===== src/shared/eight_bit_preload_timer_pkg.sv =====
package eight_bit_preload_timer_pkg;

  ////////////////////////////////////////////////////////////////////////////
  // Widths
  localparam int COUNT_W   = 8;
  localparam int PSC_SEL_W = 3;
  localparam int PSC_CNT_W = 7;
  localparam int DATA_W    = 32;
  localparam int ADDR_W    = 32;

  ////////////////////////////////////////////////////////////////////////////
  // Register byte offsets
  localparam logic [7:0] OFF_TIMER_CONTROL = 8'h00;
  localparam logic [7:0] OFF_COUNT_VALUE   = 8'h04;
  localparam logic [7:0] OFF_IRQ_CONTROL   = 8'h08;
  localparam int         DECODE_W          = 8;

  ////////////////////////////////////////////////////////////////////////////
  // Field positions
  localparam int CTL_PSC_LSB   = 0;
  localparam int CTL_ENABLE    = 4;
  localparam int CTL_SRC_SEL   = 5;
  localparam int IRQ_EN_BIT    = 0;
  localparam int IRQ_FLAG_BIT  = 1;

  ////////////////////////////////////////////////////////////////////////////
  // Values
  localparam logic [COUNT_W-1:0]   COUNT_FULL     = 8'hff;
  localparam logic [COUNT_W-1:0]   COUNT_RESET    = 8'h00;
  localparam logic [PSC_CNT_W-1:0] PSC_CNT_RESET  = 7'h00;
  localparam logic [PSC_CNT_W-1:0] PSC_ONE        = 7'h01;
  localparam logic [PSC_CNT_W-1:0] PSC_MASK_BASE  = 7'h7f;
  localparam logic [DATA_W-1:0]    RDATA_ZERO     = 32'h0000_0000;
  localparam logic [1:0]           HTRANS_NONSEQ  = 2'h2;
  localparam logic [1:0]           HRESP_OKAY     = 2'h0;
  localparam int                   PSC_MAX_CODE   = 7;

  ////////////////////////////////////////////////////////////////////////////
  // Control fields as they travel through the block
  typedef struct packed {
    logic                 clock_source_select;
    logic                 count_enable;
    logic [PSC_SEL_W-1:0] prescale_ratio_select;
  } timer_control_t;

  localparam timer_control_t CONTROL_RESET = '{1'b0, 1'b0, 3'h0};

  typedef struct packed {
    logic timer_irq_enable;
    logic request_flag;
  } irq_control_t;

  localparam irq_control_t IRQ_RESET = '{1'b0, 1'b0};

endpackage


===== src/verilog/eight_bit_preload_timer.sv =====
// Design decisions made here: the register offsets and the AHB-Lite register port.
`timescale 1ns/1ps
// Notes on behaviour
// Source select 0 counts on the system clock, 1 on the sub clock.
// Three-bit prescale code divides the source by 1, 2, 4 up to 128.
// Counter adds one per prescaled tick while counting is enabled.
// Counter advances on the falling edge of the prescaled timer clock.
// Passing FFH signals overflow, raises request, reloads from preload, keeps counting.
// Write while stopped goes into both preload and working counter.
// Write while running updates preload only; counter takes it at next overflow.
// Counting runs only while control bit 4 is high.
// Control bits 7 to 6 and bit 3 read as zero.
// Overflow sets the request flag; interrupt passes only when enabled.
// Clearing the timer interrupt enable keeps the interrupt inactive.
// An overflow with the request flag clear requests wake-up from power-down regardless of interrupt enable.
// Software sets the request flag before power-down to prevent overflow wake-up.
// Timer clock is inhibited while software reads counter or writes preload.
// Software loads an initial count before enabling the timer.
// Software clears the preload to zero for the full 256-step range.
// Reading the timer register returns the working counter, not the preload.
// Overflow indication to interrupt and wake-up is one pulse per overflow.

module eight_bit_preload_timer (
  // Clock, reset, clock enable
  input  wire logic                                              hclk,
  input  wire logic                                              hresetn,
  input  wire logic                                              clk_en,
  // Low-frequency sub clock from its oscillator pin
  input  wire logic                                              sub_clk_pin,
  // AHB-Lite slave
  input  wire logic                                              hsel,
  input  wire logic [eight_bit_preload_timer_pkg::ADDR_W-1:0]    haddr,
  input  wire logic [1:0]                                        htrans,
  input  wire logic                                              hwrite,
  input  wire logic [2:0]                                        hsize,
  input  wire logic [eight_bit_preload_timer_pkg::DATA_W-1:0]    hwdata,
  input  wire logic                                              hready,
  output logic                                                   hreadyout,
  output logic [1:0]                                             hresp,
  output logic [eight_bit_preload_timer_pkg::DATA_W-1:0]         hrdata,
  // Events
  output logic                                                   timer_irq,
  output logic                                                   wake_req,
  output logic                                                   overflow_pulse
);

  ////////////////////////////////////////////////////////////////////////////
  // Declarations
  eight_bit_preload_timer_pkg::timer_control_t             ctrl_reg;
  eight_bit_preload_timer_pkg::irq_control_t               irq_reg;
  logic [eight_bit_preload_timer_pkg::COUNT_W-1:0]         count_reg;
  logic [eight_bit_preload_timer_pkg::COUNT_W-1:0]         preload_reg;
  logic [eight_bit_preload_timer_pkg::PSC_CNT_W-1:0]       psc_reg;

  // Timer chain
  logic [eight_bit_preload_timer_pkg::PSC_CNT_W-1:0]       psc_mask;
  logic                                                    sub_meta_reg;
  logic                                                    sub_sync_reg;
  logic                                                    sub_prev_reg;
  logic                                                    sub_rise;
  logic                                                    src_tick;
  logic                                                    timer_tick;
  logic                                                    count_tick;
  logic                                                    overflow;
  logic                                                    inhibit;

  // Bus side
  logic                                                    addr_ok;
  logic                                                    wr_pend_reg;
  logic [eight_bit_preload_timer_pkg::DECODE_W-1:0]        wr_addr_reg;
  logic                                                    wr_ctrl;
  logic                                                    wr_count;
  logic                                                    wr_irq;
  logic                                                    rd_count;
  logic [eight_bit_preload_timer_pkg::DATA_W-1:0]          rdata_next;
  logic [eight_bit_preload_timer_pkg::COUNT_W-1:0]         wdata_byte;

  ////////////////////////////////////////////////////////////////////////////
  // Sub clock synchroniser; only the second stage feeds the edge detect
  always_ff @(posedge hclk or negedge hresetn) begin
    if (!hresetn) begin
      sub_meta_reg <= 1'b0;
      sub_sync_reg <= 1'b0;
    end else if (clk_en) begin
      sub_meta_reg <= sub_clk_pin;
      sub_sync_reg <= sub_meta_reg;
    end
  end

  // Edge history; a pin high at reset gives one edge, but the timer is still off then
  always_ff @(posedge hclk or negedge hresetn) begin
    if (!hresetn) begin
      sub_prev_reg <= 1'b0;
    end else if (clk_en) begin
      sub_prev_reg <= sub_sync_reg;
    end
  end

  ////////////////////////////////////////////////////////////////////////////
  // Source selection and prescaler
  // Sub clock must be well below hclk/2 or its edges are lost in sampling
  assign sub_rise = sub_sync_reg & ~sub_prev_reg;

  always_comb begin
    if (ctrl_reg.clock_source_select) begin
      src_tick = sub_rise;
    end else begin
      src_tick = 1'b1;
    end
  end

  // Mask of the low prescaler bits; all ones there means the selected bit falls next
  assign psc_mask = eight_bit_preload_timer_pkg::PSC_MASK_BASE >>
                    (eight_bit_preload_timer_pkg::PSC_MAX_CODE -
                     int'(ctrl_reg.prescale_ratio_select));

  // Prescaler restarts on every enable, so the first period is a whole one
  always_ff @(posedge hclk or negedge hresetn) begin
    if (!hresetn) begin
      psc_reg <= eight_bit_preload_timer_pkg::PSC_CNT_RESET;
    end else if (clk_en) begin
      if (!ctrl_reg.count_enable) begin
        psc_reg <= eight_bit_preload_timer_pkg::PSC_CNT_RESET;
      end else if (src_tick) begin
        psc_reg <= psc_reg + eight_bit_preload_timer_pkg::PSC_ONE;
      end
    end
  end

  // High-to-low transition of the divided clock
  assign timer_tick = src_tick && ((psc_reg & psc_mask) == psc_mask);

  ////////////////////////////////////////////////////////////////////////////
  // Bus decode
  // Every register answers without wait states
  assign hreadyout = 1'b1;
  assign hresp     = eight_bit_preload_timer_pkg::HRESP_OKAY;
  assign addr_ok   = hsel && hready && (htrans == eight_bit_preload_timer_pkg::HTRANS_NONSEQ);
  assign rd_count  = addr_ok && !hwrite &&
                     (haddr[eight_bit_preload_timer_pkg::DECODE_W-1:0] ==
                      eight_bit_preload_timer_pkg::OFF_COUNT_VALUE);
  assign wr_ctrl   = wr_pend_reg &&
                     (wr_addr_reg == eight_bit_preload_timer_pkg::OFF_TIMER_CONTROL);
  assign wr_count  = wr_pend_reg &&
                     (wr_addr_reg == eight_bit_preload_timer_pkg::OFF_COUNT_VALUE);
  assign wr_irq    = wr_pend_reg &&
                     (wr_addr_reg == eight_bit_preload_timer_pkg::OFF_IRQ_CONTROL);
  assign wdata_byte = hwdata[eight_bit_preload_timer_pkg::COUNT_W-1:0];

  // Writes complete in the data phase, one cycle after the address phase
  always_ff @(posedge hclk or negedge hresetn) begin
    if (!hresetn) begin
      wr_pend_reg <= 1'b0;
    end else if (clk_en) begin
      wr_pend_reg <= addr_ok && hwrite;
    end
  end

  // Address kept for the data phase; a read refreshes it harmlessly
  always_ff @(posedge hclk or negedge hresetn) begin
    if (!hresetn) begin
      wr_addr_reg <= '0;
    end else if (clk_en && addr_ok) begin
      wr_addr_reg <= haddr[eight_bit_preload_timer_pkg::DECODE_W-1:0];
    end
  end

  ////////////////////////////////////////////////////////////////////////////
  // Count qualification
  // Counter read capture and preload write both hold off the count; a tick may be lost
  assign inhibit    = rd_count || wr_count;
  assign count_tick = timer_tick && ctrl_reg.count_enable && !inhibit;
  assign overflow   = count_tick && (count_reg == eight_bit_preload_timer_pkg::COUNT_FULL);

  ////////////////////////////////////////////////////////////////////////////
  // Control register
  // Unwritten bits have no storage, so they always read back as zero
  always_ff @(posedge hclk or negedge hresetn) begin
    if (!hresetn) begin
      ctrl_reg <= eight_bit_preload_timer_pkg::CONTROL_RESET;
    end else if (clk_en && wr_ctrl) begin
      ctrl_reg.clock_source_select   <= hwdata[eight_bit_preload_timer_pkg::CTL_SRC_SEL];
      ctrl_reg.count_enable          <= hwdata[eight_bit_preload_timer_pkg::CTL_ENABLE];
      ctrl_reg.prescale_ratio_select <=
        hwdata[eight_bit_preload_timer_pkg::CTL_PSC_LSB +: eight_bit_preload_timer_pkg::PSC_SEL_W];
    end
  end

  ////////////////////////////////////////////////////////////////////////////
  // Preload register
  // Taken on every write; only a stopped timer copies it straight on
  always_ff @(posedge hclk or negedge hresetn) begin
    if (!hresetn) begin
      preload_reg <= eight_bit_preload_timer_pkg::COUNT_RESET;
    end else if (clk_en && wr_count) begin
      preload_reg <= wdata_byte;
    end
  end

  ////////////////////////////////////////////////////////////////////////////
  // Working counter
  // A running write never touches the counter, so the reload picks it up later
  // A stopped write beats the reload, and the reload beats the increment
  always_ff @(posedge hclk or negedge hresetn) begin
    if (!hresetn) begin
      count_reg <= eight_bit_preload_timer_pkg::COUNT_RESET;
    end else if (clk_en) begin
      if (wr_count && !ctrl_reg.count_enable) begin
        count_reg <= wdata_byte;
      end else if (overflow) begin
        count_reg <= preload_reg;
      end else if (count_tick) begin
        count_reg <= count_reg + 8'h01;
      end
    end
  end

  ////////////////////////////////////////////////////////////////////////////
  // Interrupt request flag and enable
  // Hardware set wins over a software clear in the same cycle
  always_ff @(posedge hclk or negedge hresetn) begin
    if (!hresetn) begin
      irq_reg <= eight_bit_preload_timer_pkg::IRQ_RESET;
    end else if (clk_en) begin
      if (wr_irq) begin
        irq_reg.timer_irq_enable <= hwdata[eight_bit_preload_timer_pkg::IRQ_EN_BIT];
      end
      if (overflow) begin
        irq_reg.request_flag <= 1'b1;
      end else if (wr_irq) begin
        irq_reg.request_flag <= hwdata[eight_bit_preload_timer_pkg::IRQ_FLAG_BIT];
      end
    end
  end

  ////////////////////////////////////////////////////////////////////////////
  // Event outputs, registered single pulses
  // Cleared while frozen, so one overflow never shows as a long pulse
  always_ff @(posedge hclk or negedge hresetn) begin
    if (!hresetn) begin
      overflow_pulse <= 1'b0;
    end else if (clk_en) begin
      overflow_pulse <= overflow;
    end else begin
      overflow_pulse <= 1'b0;
    end
  end

  // A flag already set by software masks the wake-up, the enable does not
  always_ff @(posedge hclk or negedge hresetn) begin
    if (!hresetn) begin
      wake_req <= 1'b0;
    end else if (clk_en) begin
      wake_req <= overflow && !irq_reg.request_flag;
    end else begin
      wake_req <= 1'b0;
    end
  end

  ////////////////////////////////////////////////////////////////////////////
  // Interrupt line, registered so it never glitches on a flag write
  always_ff @(posedge hclk or negedge hresetn) begin
    if (!hresetn) begin
      timer_irq <= 1'b0;
    end else if (clk_en) begin
      timer_irq <= irq_reg.request_flag && irq_reg.timer_irq_enable;
    end
  end

  ////////////////////////////////////////////////////////////////////////////
  // Read data, captured in the address phase and shown in the data phase
  always_comb begin
    rdata_next = eight_bit_preload_timer_pkg::RDATA_ZERO;
    unique case (haddr[eight_bit_preload_timer_pkg::DECODE_W-1:0])
      eight_bit_preload_timer_pkg::OFF_TIMER_CONTROL: begin
        rdata_next[eight_bit_preload_timer_pkg::CTL_SRC_SEL] = ctrl_reg.clock_source_select;
        rdata_next[eight_bit_preload_timer_pkg::CTL_ENABLE]  = ctrl_reg.count_enable;
        rdata_next[eight_bit_preload_timer_pkg::CTL_PSC_LSB +:
                   eight_bit_preload_timer_pkg::PSC_SEL_W]   = ctrl_reg.prescale_ratio_select;
      end
      eight_bit_preload_timer_pkg::OFF_COUNT_VALUE: begin
        rdata_next[eight_bit_preload_timer_pkg::COUNT_W-1:0] = count_reg;
      end
      eight_bit_preload_timer_pkg::OFF_IRQ_CONTROL: begin
        rdata_next[eight_bit_preload_timer_pkg::IRQ_EN_BIT]   = irq_reg.timer_irq_enable;
        rdata_next[eight_bit_preload_timer_pkg::IRQ_FLAG_BIT] = irq_reg.request_flag;
      end
      default: begin
        rdata_next = eight_bit_preload_timer_pkg::RDATA_ZERO;
      end
    endcase
  end

  // Held until the next read address phase is taken
  always_ff @(posedge hclk or negedge hresetn) begin
    if (!hresetn) begin
      hrdata <= eight_bit_preload_timer_pkg::RDATA_ZERO;
    end else if (clk_en && addr_ok && !hwrite) begin
      hrdata <= rdata_next;
    end
  end

endmodule


===== config.mk =====
export PLATFORM = sky130hd
export DESIGN_NAME = eight_bit_preload_timer
export DESIGN_NICKNAME = d
export VERILOG_FILES = /design/src/shared/eight_bit_preload_timer_pkg.sv /design/src/verilog/eight_bit_preload_timer.sv
export SDC_FILE = /design/constraint.sdc
export NUM_CORES = 1
export LEC_CHECK = 0
export BUFFER_PORTS_ARGS = -buffer_cell sky130_fd_sc_hd__buf_2
export CORE_MARGIN = 10
export CORE_UTILIZATION = 25
export DETAILED_ROUTE_END_ITERATION = 7
export MAX_ROUTING_LAYER = met4
export PLACE_DENSITY = 0.57
export SLEW_MARGIN = 20
export SYNTH_ARGS = -nofsm -noshare
export SYNTH_HDL_FRONTEND = slang
export SYNTH_SLANG_ARGS = --single-unit

===== constraint.sdc =====
create_clock -name hclk -period 4.75 [get_ports hclk]
set_input_delay 0.2375 -clock hclk [delete_from_list [all_inputs] [get_ports hclk]]
set_output_delay 0.2375 -clock hclk [all_outputs]
set_load 0.01 [all_outputs]

==> results of run 1 <==
worst max-delay path by stage:
| stage | from | to |
|---|---|---|
| 2_1_floorplan | ctrl_reg[1]$_DFFE_PN0P_ | count_reg[2]$_DFFE_PN0P_ |
| 3_3_place_gp | count_reg[0]$_DFFE_PN0P_ | count_reg[6]$_DFFE_PN0P_ |
| 3_5_place_dp | haddr[7] | count_reg[2]$_DFFE_PN0P_ |
| 4_1_cts | count_reg[0]$_DFFE_PN0P_ | count_reg[6]$_DFFE_PN0P_ |
| 5_1_grt | count_reg[0]$_DFFE_PN0P_ | count_reg[6]$_DFFE_PN0P_ |
| 6_report | count_reg[0]$_DFFE_PN0P_ | count_reg[6]$_DFFE_PN0P_ |
cells by family (layout without fill, tap and decap cells):
kind of cell,after synthesis,in the layout,synth area share [%]
XOR/XNOR,5,5,1.55
adder cells (fa/ha/maj),2,2,0.884
buffers and inverters,48,57,10.5
AO/OA/AOI/OAI,58,58,13.5
AND/OR/NAND/NOR,87,87,15.1
multiplexers,29,29,11.3
other,2,27,0.265
flip-flops,53,53,46.9
final cells by class:
class,instances,share of cell area (%)
clock buffers,6,4.31
clock inverters,2,1.16
inverters,13,1.51
multi-input cells,208,40.8
flip-flops and latches,53,41.1
well taps,140,5.43
repair buffers,36,5.67
metrics by stage:
step                total power (W)  area (um^2)  hold WS, ps  cells  setup slack (ps)
floorplan                  0.000711         2920        -58.1    309              2900
global placement           0.000754         3040          403    450              2210
detailed placement         0.000761         3050          414    450              2430
CTS                         0.00119         3220          100    458              2530
global route                0.00124         3220          126    458              2260
finish                      0.00118         3220         61.4    458              2520
routing by layer:
metal	wire [um]	part of all wire (%)
met1	3230	49
met4	55	0.83
met5	0	0
met3	384	5.8
met2	2990	45
cells in the mapped netlist:
library cell / count
sky130_fd_sc_hd__a211o_1: 2
sky130_fd_sc_hd__a211oi_1: 1
sky130_fd_sc_hd__a211oi_2: 1
sky130_fd_sc_hd__a21boi_1: 1
sky130_fd_sc_hd__a21boi_4: 1
sky130_fd_sc_hd__a21oi_1: 7
sky130_fd_sc_hd__a21oi_2: 1
sky130_fd_sc_hd__a22oi_1: 4
sky130_fd_sc_hd__a31oi_1: 4
sky130_fd_sc_hd__a32o_1: 3
sky130_fd_sc_hd__and3_1: 2
sky130_fd_sc_hd__buf_2: 1
sky130_fd_sc_hd__buf_4: 28
sky130_fd_sc_hd__clkbuf_1: 4
sky130_fd_sc_hd__clkbuf_2: 1
sky130_fd_sc_hd__clkbuf_8: 1
sky130_fd_sc_hd__conb_1: 2
sky130_fd_sc_hd__dfrtp_1: 53
sky130_fd_sc_hd__ha_1: 2
sky130_fd_sc_hd__inv_1: 13
sky130_fd_sc_hd__mux2_2: 23
sky130_fd_sc_hd__mux2i_1: 6
sky130_fd_sc_hd__nand2_1: 39
sky130_fd_sc_hd__nand3_1: 9
sky130_fd_sc_hd__nand4_1: 5
sky130_fd_sc_hd__nand4b_1: 1
sky130_fd_sc_hd__nor2_1: 12
sky130_fd_sc_hd__nor2b_1: 3
sky130_fd_sc_hd__nor3_1: 5
sky130_fd_sc_hd__nor4_1: 2
sky130_fd_sc_hd__nor4_2: 2
sky130_fd_sc_hd__nor4b_1: 2
sky130_fd_sc_hd__o21ai_0: 21
sky130_fd_sc_hd__o21ai_1: 3
sky130_fd_sc_hd__o21ai_2: 1
sky130_fd_sc_hd__o21bai_1: 1
sky130_fd_sc_hd__o31ai_1: 6
sky130_fd_sc_hd__o41ai_1: 1
sky130_fd_sc_hd__or2_2: 1
sky130_fd_sc_hd__or2b_2: 1
sky130_fd_sc_hd__or3_1: 1
sky130_fd_sc_hd__or4_1: 1
sky130_fd_sc_hd__or4_4: 1
sky130_fd_sc_hd__xnor2_1: 4
sky130_fd_sc_hd__xor2_1: 1
power groups by stage:
stage | registers [W] | logic [W] | clock network [W]
2_1_floorplan | 0.000550 | 0.000161 | 0
3_3_place_gp | 0.000570 | 0.000183 | 0
3_5_place_dp | 0.000572 | 0.000189 | 0
4_1_cts | 0.000564 | 0.000190 | 0.000436
5_1_grt | 0.000574 | 0.000214 | 0.000455
6_report | 0.000564 | 0.000189 | 0.000425
==> run_results.csv, run 1 <==
group,metric,value,unit
worst_setup_path,critPathMostFrequentCell,"sky130_fd_sc_hd__o21ai_0",
synthesis,synth_largest_area_cell,"sky130_fd_sc_hd__dfrtp_1",
floorplan,fp.coreArea,11000,um^2
global_route,maximum_number_of_pins_on_one_net_before_global_route_repair,54,
worst_setup_path,timing.reg2reg.setup_slack,2520,ps
global_route,antenna_found_initial,0,
clock_tree,cts_tree,"yes",
synthesis,yosys.cell_types.count,45,
worst_setup_path,critical_path_buffers_and_inverters,0,
finish,final_common_cell,"sky130_fd_sc_hd__dfrtp_1",
global_route,use_met1,10.6,%
pwr,p_switching,0.000328,W
floorplan,dieWidth,126,um
route,route.detailed.wl_per_inst,14.5,um
placed_design,port_buffers,35,
finish,drive_above_1_share,24.2,%
timing,timing.slew.headroom,49.0,%
worst_setup_path,startpoint_type,"flip-flop",
route,route.vias.total,2072,
route,drtPass1Iterations,4,
timing,timing.final.max_slew_violations,0,
global_route,overflow,0,
finish,area_occupied_by_multi_input_gates,1320,um^2
pwr,internal_power,0.000850,W
finish,finish.utilization,29.4,%
finish,antenna_cells_inserted,0,
timing,setup-tns-final,0,ps
placed_design,dp_hpwl,5.06,mm
worst_setup_path,critical_path.max_stage_delay,580,ps
worst_setup_path,crit_path_top_delay_cell,"sky130_fd_sc_hd__nor4_4",
pwr,share_comb_of_total_power,16.1,%
timing,finalHoldViolCount,0,
worst_setup_path,critical_path.reg2reg.startpoint,"count_reg[0]$_DFFE_PN0P_",
pwr,seq_power_share,47.9,%
synthesis,ys_seq_elements,53,
global_route,grt_util_met2,12.9,%
synthesis,avgSynthCellArea,9.97,um^2
clock_tree,cts-root-buf,"sky130_fd_sc_hd__clkbuf_16",
status,run_status,"finished, final reports clean",
timing,fmax,449,MHz
global_route,grt_pass1_wl,11.0,mm
finish,layout_common_cells,"53 x sky130_fd_sc_hd__dfrtp_1, 39 x sky130_fd_sc_hd__nand2_1, 35 x sky130_fd_sc_hd__buf_2",
clock_tree,cts.clk_slew.worst_paths,70,ps
clock_tree,htreeDepth,2,
synthesis,synth_top_cells_by_area,"sky130_fd_sc_hd__dfrtp_1 47%, sky130_fd_sc_hd__mux2_2 9.2%, sky130_fd_sc_hd__buf_4 7.4%",
global_route,grt_pass1_vias,2170,
floorplan,ioPinCount,114,
worst_setup_path,worstPathRequired,4960,ps
clock_tree,clk-insertion-delay-late,290,ps
synthesis,synth.cell_area,2830,um^2
route,final_antenna_net_count,0,
floorplan,dieHeight,126,um
synthesis,syn-instance-count,284,
route,avgViaCountPerCell,4.52,
worst_setup_path,regToRegEndpoint,"count_reg[6]$_DFFE_PN0P_",
global_route,track_usage,8.55,%
clock_tree,cts_repair_resize_count,0,
global_route,global_route.usage.met3,3.00,%
pwr,p_clk_share,36.1,%
timing,unrepaired_setup_endpoints_after_global_routing,"false",
pwr,power.density,365,nW/um^2
pwr,ir_worst_vdd,0.000163,V
clock_tree,post_cts_setup_driven_buffer_insertion_count,0,
worst_setup_path,critical_path_depth,8,
timing,layout_min_cycle_time,2230,ps
timing,max_slew.worst_pin.slew,759,ps
pwr,leakage_power,1.50,nW
floorplan,floorplan.initialDensity,25.8,%
min_path,holdCritPathClass,"primary input to asynchronous set/reset pin",
floorplan,num_rows,38,
timing,final.period_utilization,46.9,%
worst_setup_path,critical_path.cell_chain,"ha_1 > nand4_1 > nor2_1 > nand2_1 > nor4_4 > a211o_1 > o21ai_0 > o21ai_0",
finish,synthToLayoutAreaGrowth,13.9,%
route,post-route-drc-count,0,
worst_setup_path,timing_worst_setup_path_type,"flip-flop to flip-flop",
finish,layout.nets,395,
synthesis,synth_top_cell_area_share,46.9,%
pwr,swShare,27.9,%
clock_tree,ctsHoldBuffers,0,
clock_tree,cts_max_path_buffers,2,
run,cap_violations,0,
synthesis,ys.warnings.count,0,
global_route,grt_most_used_layer,"met2",
finish,fillers,1134,
worst_setup_path,critical-path-top-delay-family,"simple AND/OR/NAND/NOR gates",
placed_design,gp_congestion,0.819,
route,detail_route.iter0.violations,83,
worst_setup_path,timing.reg2reg.worst_path_depth,8,
route,postRouteWirelength,6.66,mm
clock_tree,cts_inserted_buffers,5,
clock_tree,tritoncts_num_sinks,53,
synthesis,seq_area_frac_synth,46.9,%
worst_setup_path,critical_path.max_fanout,12,
timing,setup_viol,0,
timing,clock-skew-final,4.20,ps
floorplan,floorplan.die_area,16000,um^2
finish,ff_latch_area,1330,um^2
worst_setup_path,endpoint_kind,"flip-flop",
worst_setup_path,crit_arrival,2440,ps
No activity file was read; power rests on OpenSTA's default activity.
==> run 2: changes to the inputs <==
--- a/config.mk
+++ b/config.mk
@@ -10,7 +10,7 @@
 export CORE_UTILIZATION = 25
 export DETAILED_ROUTE_END_ITERATION = 7
 export MAX_ROUTING_LAYER = met4
-export PLACE_DENSITY = 0.57
+export PLACE_DENSITY = 0.59
 export SLEW_MARGIN = 20
 export SYNTH_ARGS = -nofsm -noshare
 export SYNTH_HDL_FRONTEND = slang
==> constraint.sdc (replaced) <==
create_clock -name hclk -period 2 [get_ports hclk]
set_input_delay 0.1 -clock hclk [delete_from_list [all_inputs] [get_ports hclk]]
set_output_delay 0.1 -clock hclk [all_outputs]
set_load 0.01 [all_outputs]
==> run 2 against run 1 <==
  * Non-clock buffer count increased by 35
  * Routed wire length increased by 8.2%
  * Die area unchanged
  * Sequential cell count unchanged
  * Global-route usage increased by 0.62 points
  * Clock-buffer cell count decreased by 1
  * Combinational power increased to 3.5 times the previous value
  * Register-to-register slack got worse by 2400 ps
  * First-iteration DRC count increased by 16%
  * Worst hold slack got worse by 14 ps
  * Critical path type unchanged
  * Critical endpoint is now count_reg[7]$_DFFE_PN0P_
  * Highest routed layer unchanged
==> run_results.csv, run 2 (synthesis gave the netlist of run 1 again) <==
group,metric,value,unit
clock_tree,cts_max_path_buffers,2,
placed_design,port_buffers,35,
clock_tree,cts_inserted_buffers,5,
worst_setup_path,critical_path.reg2reg.startpoint,"ctrl_reg[0]$_DFFE_PN0P_",
worst_setup_path,timing.reg2reg.worst_path_depth,7,
route,final_antenna_net_count,0,
status,run_status,"finished, final reports clean",
floorplan,dieWidth,126,um
worst_setup_path,startpoint_type,"flip-flop",
worst_setup_path,critical_path_buffers_and_inverters,1,
pwr,ir_worst_vdd,0.000428,V
pwr,leakage_power,1.68,nW
finish,final_common_cell,"sky130_fd_sc_hd__dfrtp_1",
route,route.detailed.wl_per_inst,14.6,um
pwr,swShare,28.2,%
worst_setup_path,critical_path.max_fanout,10,
route,postRouteWirelength,7.21,mm
finish,antenna_cells_inserted,0,
min_path,worst_hold_path.endpoint,"sub_meta_reg$_DFFE_PN0P_",
min_path,hp-start,"sub_clk_pin",
worst_setup_path,critical_path.cell_chain,"buf_4 > a21oi_2 > a21boi_2 > or4_4 > a21boi_4 > a22oi_1 > o21ai_0",
floorplan,fp.coreArea,11000,um^2
pwr,p_clk_share,32.7,%
timing,setup_viol,0,
floorplan,floorplan.die_area,16000,um^2
route,route.vias.total,2230,
pwr,internal_power,0.00210,W
timing,layout_min_cycle_time,1910,ps
clock_tree,cts.clk_slew.worst_paths,70,ps
finish,layout_common_cells,"53 x sky130_fd_sc_hd__dfrtp_1, 39 x sky130_fd_sc_hd__nand2_1, 35 x sky130_fd_sc_hd__buf_2",
finish,fillers,1119,
finish,final_area,3500,um^2
clock_tree,clk-insertion-delay-late,290,ps
global_route,maximum_number_of_pins_on_one_net_before_global_route_repair,21,
timing,unrepaired_setup_endpoints_after_global_routing,"true",
timing,final.period_utilization,95.5,%
clock_tree,tritoncts_num_sinks,53,
clock_tree,htreeDepth,2,
pwr,share_comb_of_total_power,22.9,%
worst_setup_path,crit_path_top_delay_cell,"sky130_fd_sc_hd__or4_4",
pwr,power.density,835,nW/um^2
finish,layout.nets,430,
run,cap_violations,0,
worst_setup_path,critical_path.max_stage_delay,540,ps
floorplan,ioPinCount,114,
global_route,track_usage,9.17,%
route,post-route-drc-count,0,
worst_setup_path,critical-path-top-delay-family,"compound AO/OA/AOI/OAI gates",
global_route,grt_pass1_wl,12.0,mm
worst_setup_path,crit_arrival,2080,ps
worst_setup_path,timing_worst_setup_path_type,"flip-flop to flip-flop",
route,drtPass1Iterations,4,
pwr,seq_power_share,44.4,%
clock_tree,cts-root-buf,"sky130_fd_sc_hd__clkbuf_16",
finish,synthToLayoutAreaGrowth,23.7,%
floorplan,floorplan.initialDensity,25.8,%
timing,hold-worst-slack,46.9,ps
global_route,overflow,0,
timing,timing.final.max_slew_violations,0,
timing,fmax,524,MHz
route,avgViaCountPerCell,4.53,
timing,finalHoldViolCount,0,
min_path,holdCritPathClass,"primary input to flip-flop",
worst_setup_path,endpoint_kind,"flip-flop",
pwr,p_switching,0.000824,W
clock_tree,cts_tree,"yes",
worst_setup_path,worstPathRequired,2170,ps
placed_design,dp_hpwl,5.69,mm
worst_setup_path,timing.reg2reg.setup_slack,90,ps
placed_design,gp_congestion,0.848,
min_path,whs_path_depth,2,
floorplan,dieHeight,126,um
worst_setup_path,critical_path_depth,7,
finish,drive_above_1_share,32.7,%
worst_setup_path,regToRegEndpoint,"count_reg[7]$_DFFE_PN0P_",
placed_design,placement.cell_area,3240,um^2
route,detail_route.iter0.violations,96,
timing,clock-skew-final,5.26,ps
floorplan,num_rows,38,
global_route,antenna_found_initial,0,
global_route,grt_pass1_vias,2362,
## run 2: timing repair
action | 4_1_cts | 5_1_grt
resized for setup | 0 | 8
hold endpoints to repair | 16 | 0
hold buffers | 1 | 0
setup endpoints to repair | 0 | 8
setup buffers | 0 | 7
## run 2: layout make-up
type,instances,area (um^2),area share [%]
Multi-Input combinational cell,208,1340,38.2
Sequential cell,53,1330,37.9
Timing Repair Buffer,71,452,12.9
Tap cell,140,175,5.01
Clock buffer,5,125,3.58
Inverter,13,48.8,1.39
Clock inverter,2,35.0,1.00
## run 2: power groups by stage
stage	sequential [W]	combinational [W]	clock (W)
3_3_place_gp	0.00130	0.000606	0
2_1_floorplan	0.00131	0.000382	0
6_report	0.00130	0.000670	0.000956
4_1_cts	0.00129	0.000630	0.000981
5_1_grt	0.00131	0.000749	0.00102
3_5_place_dp	0.00131	0.000620	0
## run 2: worst max-delay path by stage
stage                                     startpoint                       end  slack (ps)
after floorplan              ctrl_reg[1]$_DFFE_PN0P_  count_reg[2]$_DFFE_PN0P_         150
after global placement    wr_addr_reg[1]$_DFFE_PN0P_  count_reg[6]$_DFFE_PN0P_          70
after detailed placement                    haddr[7]  count_reg[2]$_DFFE_PN0P_          20
after CTS                 wr_addr_reg[1]$_DFFE_PN0P_  count_reg[2]$_DFFE_PN0P_          30
after global routing          psc_reg[0]$_DFFE_PN0P_  count_reg[7]$_DFFE_PN0P_         -20
final                        ctrl_reg[0]$_DFFE_PN0P_  count_reg[7]$_DFFE_PN0P_          90
## run 2: per-layer routing
metal	GRT usage, %	share of wire [%]	vias to the layer above
li1	-	-	1089
met1	11.4	47	1072
met2	14.5	46	65
met3	2.46	6.1	4
met4	2.21	0.82	0
met5	-	0	-
## run 2: stage by stage
stage / TNS [ps] / util [%] / power [W] / setup WS, ps / std cells
after floorplan: 0 / - / 0.00169 / 153 / 309
after global placement: 0 / 29.5 / 0.00191 / 69.3 / 477
after detailed placement: 0 / 29.5 / 0.00193 / 21.9 / 477
after CTS: 0 / 31.1 / 0.00290 / 30.0 / 485
after global routing: -28.4 / 31.9 / 0.00308 / -15.5 / 492
final: 0 / 31.9 / 0.00292 / 90.7 / 492
## run 2: worst register-to-register path, delay by kind of cell, from the launching register on
kind                   cells  cell delay [ps]
AOI/OAI and AO/OA          5              700
buffers and inverters      1              150
DFF                        1              400
and+or+nand+nor            1              540
